===== src/hw/dsb_cfg.svh =====
// offsets, field positions, reset values and timing counts of the skip band / restart block
`ifndef DSB_CFG_SVH
`define DSB_CFG_SVH

`define DSB_ADDR_W 8
`define DSB_DATA_W 32
`define DSB_FREQ_W 16

`define DSB_OFF_CTRL 8'h00
`define DSB_OFF_WIDTH 8'h04
`define DSB_OFF_CENTRE 8'h08
`define DSB_OFF_START 8'h0C
`define DSB_OFF_FMIN 8'h10
`define DSB_OFF_FMAX 8'h14
`define DSB_OFF_ACC 8'h18
`define DSB_OFF_DEC 8'h1C
`define DSB_OFF_REF 8'h20
`define DSB_OFF_STATUS 8'h24
`define DSB_OFF_FREQ 8'h28
`define DSB_OFF_IRQ_STAT 8'h2C
`define DSB_OFF_IRQ_MASK 8'h30

`define DSB_CTRL_ERR_RESET 0

`define DSB_ST_STATE_LSB 0
`define DSB_ST_ATTEMPT_LSB 4
`define DSB_ST_DIN1 8
`define DSB_ST_TRIP 9
`define DSB_ST_IN_BAND 10

`define DSB_IRQ_TRIP 0
`define DSB_IRQ_RESTART 1
`define DSB_IRQ_LOCKED 2
`define DSB_IRQ_W 3

`define DSB_RST_WIDTH 16'h0000
`define DSB_RST_CENTRE 16'h0000
`define DSB_RST_START 3'h0
`define DSB_RST_FMIN 16'h0000
`define DSB_RST_FMAX 16'h1388
`define DSB_RST_ACC 16'h000A
`define DSB_RST_DEC 16'h000A

`define DSB_CLK_HZ 20000000
`define DSB_RESTART_WAIT_S 20
`define DSB_RAMP_TICK_US 1000
`define DSB_MAX_ATTEMPTS 5

`endif


===== src/hw/dsb_pkg.sv =====
// types of the skip band / restart block
package dsb_pkg;

    typedef enum logic [2:0] {
        DSB_SEL_EDGE = 3'h0,
        DSB_SEL_LEVEL = 3'h1,
        DSB_SEL_AUTO1 = 3'h2,
        DSB_SEL_AUTO2 = 3'h3,
        DSB_SEL_AUTO3 = 3'h4,
        DSB_SEL_AUTO4 = 3'h5,
        DSB_SEL_AUTO5 = 3'h6
    } dsb_start_sel_e;

    typedef enum logic [1:0] {
        DSB_ST_IDLE = 2'b00,
        DSB_ST_RUN = 2'b01,
        DSB_ST_WAIT = 2'b10,
        DSB_ST_LOCKED = 2'b11
    } dsb_state_e;

    typedef logic [15:0] dsb_freq_t;

endpackage : dsb_pkg


===== src/hw/dsb_ramp_if.sv =====
// carrier between the start control and the frequency ramp
`timescale 1ns/1ps
`default_nettype none
interface dsb_ramp_if;
    logic run;
    logic tick;
    dsb_pkg::dsb_freq_t ref_freq;
    dsb_pkg::dsb_freq_t fmin;
    dsb_pkg::dsb_freq_t fmax;
    dsb_pkg::dsb_freq_t centre;
    dsb_pkg::dsb_freq_t width;
    dsb_pkg::dsb_freq_t acc_step;
    dsb_pkg::dsb_freq_t dec_step;
    dsb_pkg::dsb_freq_t freq;
    logic in_band;

    modport ctl (
        output run, tick, ref_freq, fmin, fmax, centre, width, acc_step, dec_step,
        input freq, in_band
    );
    modport ramp (
        input run, tick, ref_freq, fmin, fmax, centre, width, acc_step, dec_step,
        output freq, in_band
    );
endinterface : dsb_ramp_if
`default_nettype wire


===== src/hw/dsb_ramp.sv =====
// output frequency ramp with one skip band
`timescale 1ns/1ps
`default_nettype none
module dsb_ramp (
    input wire logic sys_clk,
    input wire logic nrst,
    dsb_ramp_if.ramp rif
);
    dsb_pkg::dsb_freq_t half_w;
    dsb_pkg::dsb_freq_t band_lo;
    logic [16:0] hi_sum;
    dsb_pkg::dsb_freq_t band_hi;
    dsb_pkg::dsb_freq_t ref_c;
    dsb_pkg::dsb_freq_t target;
    dsb_pkg::dsb_freq_t freq_r;
    dsb_pkg::dsb_freq_t freq_nxt;
    dsb_pkg::dsb_freq_t up_gap;
    dsb_pkg::dsb_freq_t dn_gap;
    logic ref_in_band;
    logic side_hi_r;

    assign half_w = rif.width >> 1;
    assign band_lo = (rif.centre > half_w) ? rif.centre - half_w : 16'h0000;
    assign hi_sum = {1'b0, rif.centre} + {1'b0, half_w};
    assign band_hi = hi_sum[16] ? 16'hFFFF : hi_sum[15:0];
    assign ref_c = (rif.ref_freq < rif.fmin) ? rif.fmin :
                   (rif.ref_freq > rif.fmax) ? rif.fmax : rif.ref_freq;
    // empty band when width is zero
    assign ref_in_band = (ref_c > band_lo) && (ref_c < band_hi);
    // park on the edge of the approach side until the reference leaves the band
    assign target = ref_in_band ? (side_hi_r ? band_hi : band_lo) : ref_c;
    assign up_gap = target - freq_r;
    assign dn_gap = freq_r - target;

    // every change of output while running, band crossing included, moves at the ramp rates; a stop drops it to zero at once
    always_comb
    begin
        freq_nxt = freq_r;
        if (!rif.run)
            freq_nxt = 16'h0000;
        else if (rif.tick && (freq_r < target))
            freq_nxt = (up_gap > rif.acc_step) ? freq_r + rif.acc_step : target;
        else if (rif.tick && (freq_r > target))
            freq_nxt = (dn_gap > rif.dec_step) ? freq_r - rif.dec_step : target;
    end

    always_ff @(posedge sys_clk or negedge nrst)
    begin
        if (!nrst)
        begin
            freq_r <= 16'h0000;
            side_hi_r <= 1'b0;
        end
        else
        begin
            freq_r <= freq_nxt;
            if (freq_r >= band_hi)
                side_hi_r <= 1'b1;
            else if (freq_r <= band_lo)
                side_hi_r <= 1'b0;
        end
    end

    assign rif.freq = freq_r;
    assign rif.in_band = ref_in_band;
endmodule : dsb_ramp
`default_nettype wire


===== src/hw/dsb_top.sv =====
// skip band frequency control and start / automatic restart logic with Avalon-MM registers
// Notes on behaviour
// - band centre settable between minimum and maximum frequency
// - cross band at ramp rate, never dwell inside
// - reference inside band holds output at band edge
// - start select: edge, level, or auto restart
// - edge mode needs fresh closing edge after reset
// - level mode starts whenever input one closed
// - restart after trip, twenty seconds apart, max five
// - auto settings give limits one to five
// - attempt counter cleared only by power down
// - failed final attempt latches fault until error reset
// - ramp rates apply to every reference change
//
// The register offsets and the Avalon-MM slave port were chosen for this implementation.
`timescale 1ns/1ps
`default_nettype none
`include "dsb_cfg.svh"
module dsb_top #(
    parameter longint unsigned CLK_HZ = `DSB_CLK_HZ,
    parameter longint unsigned RESTART_WAIT_S = `DSB_RESTART_WAIT_S,
    parameter int unsigned RESTART_CYCLES = 32'(CLK_HZ * RESTART_WAIT_S),
    parameter int unsigned RAMP_TICK_CYCLES = 32'((CLK_HZ / 64'd1000000) * `DSB_RAMP_TICK_US)
) (
    input wire logic sys_clk,
    input wire logic nrst,
    input wire logic [`DSB_ADDR_W-1:0] avs_address,
    input wire logic avs_read,
    input wire logic avs_write,
    input wire logic [`DSB_DATA_W-1:0] avs_writedata,
    output logic [`DSB_DATA_W-1:0] avs_readdata,
    output logic avs_waitrequest,
    input wire logic enable_in1,
    input wire logic trip_in,
    output logic [`DSB_FREQ_W-1:0] out_freq,
    output logic running,
    output logic fault_latched,
    output logic irq
);
    dsb_ramp_if rif ();

    // register file
    dsb_pkg::dsb_freq_t width_r;
    dsb_pkg::dsb_freq_t centre_r;
    dsb_pkg::dsb_start_sel_e start_sel_r;
    dsb_pkg::dsb_freq_t fmin_r;
    dsb_pkg::dsb_freq_t fmax_r;
    dsb_pkg::dsb_freq_t acc_r;
    dsb_pkg::dsb_freq_t dec_r;
    dsb_pkg::dsb_freq_t ref_r;
    logic [`DSB_IRQ_W-1:0] irq_stat_r;
    logic [`DSB_IRQ_W-1:0] irq_mask_r;
    logic [`DSB_DATA_W-1:0] rdata_r;
    logic ack_r;

    // bus decode
    logic bus_req;
    logic wr_go;
    logic rd_go;
    logic [`DSB_DATA_W-1:0] rdata_nxt;
    dsb_pkg::dsb_freq_t wdata16;

    function automatic logic hit(input logic [`DSB_ADDR_W-1:0] a, input logic [`DSB_ADDR_W-1:0] off);
        hit = (a == off);
    endfunction : hit

    assign bus_req = avs_read | avs_write;
    assign avs_waitrequest = bus_req & ~ack_r;
    assign wr_go = avs_write & ack_r;
    assign rd_go = avs_read & ack_r;
    assign wdata16 = avs_writedata[15:0];

    // pin synchronisers: 3 stages, change accepted once stages 2 and 3 agree
    logic [2:0] din_sync_r;
    logic [2:0] trip_sync_r;
    // stages fed from the pin since reset; arming waits for them
    logic [4:0] settle_r;
    logic din_settled;
    logic din_r;
    logic din_prev_r;
    logic trip_r;
    logic trip_prev_r;

    always_ff @(posedge sys_clk or negedge nrst)
    begin
        if (!nrst)
        begin
            din_sync_r <= 3'h0;
            settle_r <= 5'h00;
            trip_sync_r <= 3'h0;
            din_r <= 1'b0;
            trip_r <= 1'b0;
            din_prev_r <= 1'b0;
            trip_prev_r <= 1'b0;
        end
        else
        begin
            din_sync_r <= {din_sync_r[1:0], enable_in1};
            settle_r <= {settle_r[3:0], 1'b1};
            trip_sync_r <= {trip_sync_r[1:0], trip_in};
            if (din_sync_r[1] == din_sync_r[2])
                din_r <= din_sync_r[2];
            if (trip_sync_r[1] == trip_sync_r[2])
                trip_r <= trip_sync_r[2];
            din_prev_r <= din_r;
            trip_prev_r <= trip_r;
        end
    end

    logic trip_rise;
    assign trip_rise = trip_r & ~trip_prev_r;
    assign din_settled = settle_r[4];

    // ramp tick divider
    logic [31:0] tick_cnt_r;
    logic ramp_tick;
    assign ramp_tick = (tick_cnt_r == 32'(RAMP_TICK_CYCLES - 1));

    always_ff @(posedge sys_clk or negedge nrst)
    begin
        if (!nrst)
            tick_cnt_r <= 32'h0;
        else
            tick_cnt_r <= ramp_tick ? 32'h0 : tick_cnt_r + 32'h1;
    end

    // start / restart control
    dsb_pkg::dsb_state_e state_r;
    dsb_pkg::dsb_state_e state_nxt;
    logic [2:0] attempt_r;
    logic [31:0] wait_cnt_r;
    logic armed_r;
    logic err_reset;
    logic auto_mode;
    logic [2:0] attempt_limit;
    logic wait_done;
    logic start_req;
    logic ev_restart;
    logic ev_locked;

    assign err_reset = wr_go & hit(avs_address, `DSB_OFF_CTRL) & avs_writedata[`DSB_CTRL_ERR_RESET];
    assign auto_mode = (start_sel_r >= dsb_pkg::DSB_SEL_AUTO1) && (start_sel_r <= dsb_pkg::DSB_SEL_AUTO5);
    // setting values AUTO1..AUTO5 give limits 1..5
    assign attempt_limit = 3'(start_sel_r - dsb_pkg::DSB_SEL_AUTO1 + 3'h1);
    assign wait_done = (wait_cnt_r == 32'(RESTART_CYCLES - 1));
    // level mode needs no edge; other modes need a closing edge since arming
    assign start_req = (start_sel_r == dsb_pkg::DSB_SEL_LEVEL) ? din_r : (din_r & armed_r);

    always_comb
    begin
        state_nxt = state_r;
        ev_restart = 1'b0;
        ev_locked = 1'b0;
        case (state_r)
            dsb_pkg::DSB_ST_IDLE:
            begin
                if (start_req && !trip_r)
                    state_nxt = dsb_pkg::DSB_ST_RUN;
            end
            dsb_pkg::DSB_ST_RUN:
            begin
                if (trip_rise)
                begin
                    if (auto_mode && (attempt_r < attempt_limit))
                        state_nxt = dsb_pkg::DSB_ST_WAIT;
                    else
                    begin
                        state_nxt = dsb_pkg::DSB_ST_LOCKED;
                        ev_locked = 1'b1;
                    end
                end
                else if (!din_r)
                    state_nxt = dsb_pkg::DSB_ST_IDLE;
            end
            dsb_pkg::DSB_ST_WAIT:
            begin
                if (wait_done)
                begin
                    state_nxt = dsb_pkg::DSB_ST_RUN;
                    ev_restart = 1'b1;
                end
            end
            dsb_pkg::DSB_ST_LOCKED:
            begin
                if (err_reset)
                    state_nxt = dsb_pkg::DSB_ST_IDLE;
            end
            default:
                state_nxt = dsb_pkg::DSB_ST_IDLE;
        endcase
    end

    always_ff @(posedge sys_clk or negedge nrst)
    begin
        if (!nrst)
        begin
            state_r <= dsb_pkg::DSB_ST_IDLE;
            attempt_r <= 3'h0;
            wait_cnt_r <= 32'h0;
            armed_r <= 1'b0;
        end
        else
        begin
            state_r <= state_nxt;
            if (ev_restart && (attempt_r < 3'(`DSB_MAX_ATTEMPTS)))
                attempt_r <= attempt_r + 3'h1;
            if (state_r == dsb_pkg::DSB_ST_WAIT && !wait_done)
                wait_cnt_r <= wait_cnt_r + 32'h1;
            else
                wait_cnt_r <= 32'h0;
            // an open input arms; reset, error reset and a start disarm
            if (err_reset || state_nxt == dsb_pkg::DSB_ST_RUN)
                armed_r <= 1'b0;
            else if (!din_r && !din_prev_r && din_settled)
                armed_r <= 1'b1;
        end
    end

    // ramp interface
    assign rif.run = (state_r == dsb_pkg::DSB_ST_RUN);
    assign rif.tick = ramp_tick;
    assign rif.ref_freq = ref_r;
    assign rif.fmin = fmin_r;
    assign rif.fmax = fmax_r;
    assign rif.centre = centre_r;
    assign rif.width = width_r;
    assign rif.acc_step = acc_r;
    assign rif.dec_step = dec_r;

    dsb_ramp u_ramp (
        .sys_clk(sys_clk),
        .nrst(nrst),
        .rif(rif.ramp)
    );

    // register writes with range clamping
    dsb_pkg::dsb_freq_t centre_wr;
    dsb_pkg::dsb_freq_t width_wr;
    assign centre_wr = (wdata16 < fmin_r) ? fmin_r : (wdata16 > fmax_r) ? fmax_r : wdata16;
    assign width_wr = (wdata16 > fmax_r) ? fmax_r : wdata16;

    always_ff @(posedge sys_clk or negedge nrst)
    begin
        if (!nrst)
        begin
            width_r <= `DSB_RST_WIDTH;
            centre_r <= `DSB_RST_CENTRE;
            start_sel_r <= dsb_pkg::dsb_start_sel_e'(`DSB_RST_START);
            fmin_r <= `DSB_RST_FMIN;
            fmax_r <= `DSB_RST_FMAX;
            acc_r <= `DSB_RST_ACC;
            dec_r <= `DSB_RST_DEC;
            ref_r <= 16'h0000;
            irq_mask_r <= '0;
        end
        else if (wr_go)
        begin
            if (hit(avs_address, `DSB_OFF_WIDTH))
                width_r <= width_wr;
            if (hit(avs_address, `DSB_OFF_CENTRE))
                centre_r <= centre_wr;
            if (hit(avs_address, `DSB_OFF_START) && avs_writedata[2:0] <= 3'h6)
                start_sel_r <= dsb_pkg::dsb_start_sel_e'(avs_writedata[2:0]);
            if (hit(avs_address, `DSB_OFF_FMIN))
                fmin_r <= wdata16;
            if (hit(avs_address, `DSB_OFF_FMAX))
                fmax_r <= wdata16;
            if (hit(avs_address, `DSB_OFF_ACC))
                acc_r <= wdata16;
            if (hit(avs_address, `DSB_OFF_DEC))
                dec_r <= wdata16;
            if (hit(avs_address, `DSB_OFF_REF))
                ref_r <= wdata16;
            if (hit(avs_address, `DSB_OFF_IRQ_MASK))
                irq_mask_r <= avs_writedata[`DSB_IRQ_W-1:0];
        end
    end

    // sticky events, cleared by a status read; a new event wins over the clear
    logic [`DSB_IRQ_W-1:0] irq_set;
    logic irq_rd_clr;
    logic [`DSB_IRQ_W-1:0] irq_clr;
    assign irq_set = {ev_locked, ev_restart, trip_rise};
    assign irq_rd_clr = rd_go & hit(avs_address, `DSB_OFF_IRQ_STAT);
    // clear only the bits the read returned, so an event at the latch edge survives
    assign irq_clr = irq_rd_clr ? rdata_r[`DSB_IRQ_W-1:0] : {`DSB_IRQ_W{1'b0}};

    always_ff @(posedge sys_clk or negedge nrst)
    begin
        if (!nrst)
            irq_stat_r <= '0;
        else
            irq_stat_r <= (irq_stat_r & ~irq_clr) | irq_set;
    end

    assign irq = |(irq_stat_r & irq_mask_r);

    // read mux, registered one cycle before the answer
    logic [`DSB_DATA_W-1:0] status_word;
    assign status_word = {21'h0, rif.in_band, trip_r, din_r, 1'b0, attempt_r, 2'h0, state_r};

    always_comb
    begin
        case (avs_address)
            `DSB_OFF_WIDTH: rdata_nxt = {16'h0, width_r};
            `DSB_OFF_CENTRE: rdata_nxt = {16'h0, centre_r};
            `DSB_OFF_START: rdata_nxt = {29'h0, start_sel_r};
            `DSB_OFF_FMIN: rdata_nxt = {16'h0, fmin_r};
            `DSB_OFF_FMAX: rdata_nxt = {16'h0, fmax_r};
            `DSB_OFF_ACC: rdata_nxt = {16'h0, acc_r};
            `DSB_OFF_DEC: rdata_nxt = {16'h0, dec_r};
            `DSB_OFF_REF: rdata_nxt = {16'h0, ref_r};
            `DSB_OFF_STATUS: rdata_nxt = status_word;
            `DSB_OFF_FREQ: rdata_nxt = {16'h0, rif.freq};
            `DSB_OFF_IRQ_STAT: rdata_nxt = {29'h0, irq_stat_r};
            `DSB_OFF_IRQ_MASK: rdata_nxt = {29'h0, irq_mask_r};
            default: rdata_nxt = 32'h0;
        endcase
    end

    always_ff @(posedge sys_clk or negedge nrst)
    begin
        if (!nrst)
        begin
            ack_r <= 1'b0;
            rdata_r <= 32'h0;
        end
        else
        begin
            ack_r <= bus_req & ~ack_r;
            if (avs_read && !ack_r)
                rdata_r <= rdata_nxt;
        end
    end

    assign avs_readdata = rdata_r;
    assign out_freq = rif.freq;
    assign running = rif.run;
    assign fault_latched = (state_r == dsb_pkg::DSB_ST_LOCKED);
endmodule : dsb_top
`default_nettype wire


===== config.mk =====
export PLATFORM = sky130hd
export DESIGN_NAME = dsb_top
export DESIGN_NICKNAME = d
export VERILOG_FILES = /design/src/hw/dsb_pkg.sv /design/src/hw/dsb_ramp_if.sv /design/src/hw/dsb_ramp.sv /design/src/hw/dsb_top.sv
export VERILOG_INCLUDE_DIRS = /design/src /design/src/hw
export SDC_FILE = /design/constraint.sdc
export NUM_CORES = 1
export LEC_CHECK = 0
export BUFFER_PORTS_ARGS = -buffer_cell sky130_fd_sc_hd__buf_4
export CAP_MARGIN = 15
export CORE_ASPECT_RATIO = 1.75
export CORE_UTILIZATION = 25
export CTS_CLUSTER_DIAMETER = 60
export CTS_CLUSTER_SIZE = 20
export DETAILED_ROUTE_END_ITERATION = 7
export HOLD_SLACK_MARGIN = 0.1
export PLACE_DENSITY_LB_ADDON = 0.15
export SLEW_MARGIN = 20
export SYNTH_ARGS = -nofsm -noshare
export SYNTH_HDL_FRONTEND = slang
export SYNTH_SLANG_ARGS = --single-unit

===== constraint.sdc =====
create_clock -name sys_clk -period 20.3 [get_ports sys_clk]
set_clock_uncertainty 0.1 [all_clocks]
set_input_delay 0 -clock sys_clk [delete_from_list [all_inputs] [get_ports sys_clk]]
set_output_delay 0 -clock sys_clk [all_outputs]
set_load 0.1 [all_outputs]

# [After elaboration in Yosys (flattened, before gate mapping)]
# Cells that the tools add are included.
[totals] wordCells=158 regBits=256 output_inout_bits=52
[classes] n_eq_ne=22 n_bitwise=15 add_sub_neg=11 order_cmp=18 mux=34 reduce_logical=32
[op_table] op="$mux 16" count=13
[op_table] op="$pmux 16 s12" count=1
[op_table] op="$gt 16x16->1" count=6
[op_table] op="$add 32x1->32 const B" count=2
[op_table] op="$lt 16x16->1" count=4
[op_table] op="$mux 32" count=2
[op_table] op="$sub 16x16->16" count=3
[op_table] op="$eq 8x6->1 const B" count=5
[op_table] op="$eq 32x15->1 const B" count=1
[op_table] op="$eq 32x29->1 const B" count=1
[op_table] op="$eq 8x5->1 const B" count=4
[op_table] op="$reduce_and 2->1" count=9
[op_table] op="$add 16x15->17" count=1
[op_table] op="$add 16x16->16" count=1
[op_table] op="$eq 8x4->1 const B" count=2
[op_table] op="$ge 16x16->1" count=1
[op_table] op="$gt 16x15->1" count=1
[op_table] op="$le 16x16->1" count=1
[op_table] op="$sub 16x15->16" count=1
[op_table] op="$logic_and 1x1->1" count=12
[op_table] op="$mux 1" count=11
[op_table] op="$mux 2" count=5
[op_table] op="$and 1x1->1" count=8
[op_table] op="$eq 8x3->1 const B" count=1
[op_table] op="other kinds (24)" count=36

# [Logic depth before layout (Yosys ltp)]
[logic_depth] ltp_word=12 mapped_depth=45 depth_no_buf=42

# [Modules after synthesis]
# Synthesis repeated with hierarchy kept, for this count alone.
[hier_totals] hier_cells=2378 area_unflattened_um2=20724.9
[by_module_without_submodules] module="dsb_top" cells_per_inst=1125 area_each_um2=11581.1 seq_area_each_um2=5591.6 instances=1
[by_module_without_submodules] module="dsb_ramp" cells_per_inst=1253 area_each_um2=9143.8 seq_area_each_um2=425.4 instances=1

# [Least setup slack after synthesis]
# Ideal clock, no wire load.
[synth_path] kind="register to register" from="register fmax_r[12]" to="register u_ramp.freq_r[13], in the netlist u_ramp.rif.freq[13]" arrival_time_ns=8.743 required_ns=20.096 path_slack_ns=11.353 path_buffers=3 period_less_slack_ns=8.947 path_stages_with_launch=45 cell_sequence="dfstp_2 -> inv_1 -> ha_1 -> and4_1 -> nand3_1 -> o21ai_0 -> a2111o_1 -> and2_1 -> buf_2 -> buf_4 -> mux2i_1 -> o21ai_0 -> ha_1 -> a21o_1 -> a21o_1 -> a211oi_1 -> o211ai_1 -> a31o_2 -> [9 not listed] -> o21ai_0 -> nand2b_1 -> a221oi_1 -> o211ai_1 -> a31o_2 -> a21oi_1 -> xnor2_1 -> ha_1 -> nand4_1 -> nor3_1 -> nand2_1 -> a21oi_1 -> a21boi_0 -> o21ai_1 -> nor2_2 -> nor2_2 -> and4_1 -> o41ai_2"
[synth_between] elab_chain_len=12 elab_cells_between_ends=21
[synth_rtl] element="start: declaration" line="dsb_top.sv:47" rtl="dsb_pkg::dsb_freq_t fmax_r;"
[synth_rtl] element="start signal: assignment" line="dsb_top.sv:250" rtl="fmax_r <= `DSB_RST_FMAX;"
[synth_rtl] element="start signal: assignment" line="dsb_top.sv:267" rtl="fmax_r <= wdata16;"
[synth_rtl] element="$gt 16x16->1" line="dsb_ramp.sv:27" rtl="(rif.ref_freq > rif.fmax) ? rif.fmax : rif.ref_freq;"
[synth_rtl] element="$mux 16 *" line="dsb_ramp.sv:27"
[synth_rtl] element="$mux 16 *" line="dsb_ramp.sv:26" rtl="assign ref_c = (rif.ref_freq < rif.fmin) ? rif.fmin :"
[synth_rtl] element="$gt 16x16->1 or $lt 16x16->1 (tied branches)" line="dsb_ramp.sv:29" rtl="assign ref_in_band = (ref_c > band_lo) && (ref_c < band_hi);"
[synth_rtl] element="$logic_and 1x1->1" line="dsb_ramp.sv:29"
[synth_rtl] element="$mux 16 *" line="dsb_ramp.sv:31" rtl="assign target = ref_in_band ? (side_hi_r ? band_hi : band_lo) : ref_c;"
[synth_rtl] element="$sub 16x16->16" line="dsb_ramp.sv:33" rtl="assign dn_gap = freq_r - target;"
[synth_rtl] element="$gt 16x16->1" line="dsb_ramp.sv:44" rtl="freq_nxt = (dn_gap > rif.dec_step) ? freq_r - rif.dec_step : target;"
[synth_rtl] element="$mux 16" line="dsb_ramp.sv:44"
[synth_rtl] element="$mux 16" line="dsb_ramp.sv:43" rtl="else if (rif.tick && (freq_r > target))"
[synth_rtl] element="$mux 16" line="dsb_ramp.sv:41" rtl="else if (rif.tick && (freq_r < target))"
[synth_rtl] element="$mux 16" line="dsb_ramp.sv:39" rtl="if (!rif.run)"
[synth_rtl] element="end signal: assignment" line="dsb_ramp.sv:56" rtl="freq_r <= freq_nxt;"
[synth_rtl] element="end: declaration" line="dsb_ramp.sv:15" rtl="dsb_pkg::dsb_freq_t freq_r;"
# Mark *: on every way between the ends. The rest lies on a longest branch, timed or not. The select of a mux whose other input is x is not followed.
# A chain may end at the register's enable or synchronous reset.

# [Worst setup path after layout]
# Same ends and word-level chain as after synthesis.

==> flow_summary.yaml <==
clock_tree:
  clkLatencyLatePin_ns: 0.59
  clock_sinks: 240
  htree_levels: 1
  cts_tree: "done"
  clock-root-buffer: "clkbuf_16"
  clock_path_buffers: 3
  cts_buffers: 24
  clk_pin_slew_worst_paths_ns: 0.08
  ctsResizeCount: 0
yosys:
  yosysUniqueCellTypes: 87
  synth_largest_type_area_fraction_pct: 29.16
  synthTopCellsByCount: "ha_1, dfrtp_1, nand2_1, nor2_1, inv_1"
  ys.flop_type: "dfrtp_1"
  netlist_instances: 2182
  yosysTopAreaCell: "dfrtp_1"
  syn_avg_cell_area_um2: 9.085
  synth-edff-count: 0
  yosys-top-cells-area: "dfrtp_1, ha_1, mux2_2"
  ys_ff_latch: 240
  yosysSeqAreaShare_pct: 30.35
  synth_most_common_cell: "ha_1"
  syn_area_um2: 19820
  async_flop_share_pct: 100.0
  ys_warn_count: 0
critical_path:
  cp.arrival_ns: 13.04
  crit_fanout: 19
  worst_r2r_endpoint: "u_ramp.rif.freq[13]"
  cp.required_ns: 20.68
  crit_slowest_cell: "a211oi_1"
  worst_setup_path_end_kind: "register"
  regToRegSetupSlack_ns: 7.64
  critical_path_class: "register to register"
  critPathMaxStageDelay_ns: 0.72
  start_kind: "register"
  r2r_start: "fmax_r[12]"
  rr_worst_depth: 43
timing:
  fmax_mhz: 78.98
  setup_tns_ns: 0
  period_share_pct: 62.37
  fin_crit_ns: 12.66
  worst_slack_ns: 7.639
  finalHoldViolCount: 0
  worst_slew_pin_slew_ns: 1.124
  slew-limit-headroom_pct: 24.82
  final_max_slew_viol_count: 0
  rsz0062_at_grt: "no"
  setup_viol: 0
placed_design:
  gp_congestion: 0.8968
  dp.cells: 3234
  pre_cts_ws_ns: 7.561
  hpwl_mm: 59.86
  portBuffers: 65
global_routing:
  grt_pass1_wl_mm: 111.3
  grt_max_degree: 111
  antenna_found_initial: 1
  grt_util_all_layers_pct: 18.47
  grt_pass1_vias: 17780
  grt_overflow: 0
floorplanning:
  die_y_um: 374.5
  start_util_pct: 25.27
  coreArea_um2: 78450
  ios: 98
  rows: 136
  die_area_um2: 80470
  die_w_um: 214.9
detailed_routing:
  drt-total-wl_mm: 74.67
  via_per_inst: 5.090
  wire_per_inst_um: 22.51
  drtAntennaViolNets: 0
  drt-initial-drc-count: 964
  drc: 0
  first_pass_iters: 5
  vias: 16880
run:
  maxCapViolations: 0
power_and_ir_drop:
  power.leakage_uw: 0.01031
  ir_drop_uv: 86.84
  power_density_nw_per_um2: 98.41
hold_path:
  hold_end: "dec_r[11]"
  hold_path_class: "input pin to register"
  hold_path_depth: 3
  hp-start: "avs_writedata[11]"
layout:
  n_antenna_cell: 0
  final_layout_size_suffix_gt1_share_pct: 12.23
  area_growth_syn_to_layout_pct: 14.57
  final_cells: 3317
  finalNetCount: 2572
outcome:
  status: "complete, no violations"
routing by layer:
layer	part of all wire [%]	global-route usage (%)	vias up
met5	0	0	-
met4	5.5	10.04	0
met3	2.6	1.517	135
met2	57	37.86	374
met1	35	17.68	8343
li1	-	-	8031
report_power, final:
part | switching (uW) | internal (uW) | leakage, uW
Combinational | 767 | 429 | 0.00664
Sequential | 30.2 | 496 | 0.00324
Clock | 247 | 266 | 0.000434
Total | 1040 | 1190 | 0.0103
cells in the final DEF, fill, tap and decap left out, types with 59 or more instances in the layout:
| cell | n |
|---|---|
| dfrtp_1 | 231 |
| o21ai_0 | 122 |
| ha_1 | 256 |
| xor2_1 | 61 |
| inv_1 | 151 |
| xnor2_1 | 69 |
| nor2_1 | 157 |
| nand2_1 | 174 |
| buf_4 | 88 |
| a21oi_1 | 118 |
| mux2_2 | 95 |
| nand3_1 | 59 |
registers in the layout (all words and copies together) (netlist names), 2 cells and up:
signal and flops:
ref_r 16, centre_r 16, dec_r 16, u_ramp.rif.freq 16, attempt_r 3, din_sync_r 3, tick_cnt_r 32, state_r 2
settle_r 5, avs_readdata 16, wait_cnt_r 32, irq_stat_r 3, start_sel_r 3, rif.width 16, trip_sync_r 3, fmin_r 16
acc_r 16, irq_mask_r 3, fmax_r 16
logic make-up (layout without fill, tap and decap cells):
family,count (synthesis),after routing,share of synthesized area (%)
AND/OR/NAND/NOR,601,601,14.57
AO/OA/AOI/OAI,548,548,18.72
adder cells (fa/ha/maj),264,264,16.87
buffers and inverters,241,326,5.170
flip-flops,240,240,30.35
multiplexers,156,156,8.534
XOR/XNOR,130,130,5.744
other,2,17,0.03789
worst max-delay path by stage:
stage,startpoint,cells past startpoint,end
detailed placement,fmax_r[12],43,u_ramp.rif.freq[13]
floorplan,fmax_r[12],44,u_ramp.rif.freq[13]
global route,rif.width[2],44,u_ramp.rif.freq[13]
CTS,fmax_r[12],43,u_ramp.rif.freq[13]
global placement,fmax_r[12],43,u_ramp.rif.freq[13]
finish,fmax_r[12],43,u_ramp.rif.freq[13]
through the flow:
step / power [uW] / cell area [um2] / hold slack [ns] / utilization (%)
2_1_floorplan: 1332 / 19880 / -0.3956 / -
3_3_place_gp: 1727 / 21410 / 0.01200 / 27.29
3_5_place_dp: 1732 / 21420 / 0.01183 / 27.30
4_1_cts: 2269 / 22700 / 0.1717 / 28.94
5_1_grt: 2374 / 22710 / 0.2116 / 28.95
6_report: 2235 / 22710 / 0.2058 / 28.95
layout make-up:
type,count,area [um2]
Clock buffer,25,625.6
Fill cell,8237,55730
Sequential cell,240,6017
Tap cell,1035,1295
Multi-Input combinational cell,1716,12850
Timing Repair Buffer,129,1095
Clock inverter,19,252.7
Inverter,153,574.3
critical path, delay by kind of cell, from the launching register on:
kind	cells	cell delay (ns)
AOI/OAI and AO/OA	18	5.55
and+or+nand+nor	14	3.49
adders and majority gates	4	1.29
buffers and inverters	4	0.74
muxes	2	0.64
DFF	1	0.61
xor gates and xnor gates	1	0.08
repair_timing:
action	CTS	global route
hold buffers	39	0
hold endpoints to repair	257	0
setup buffers	0	0
endpoints found under the setup margin	0	0
(Power assumes the default switching activity.)
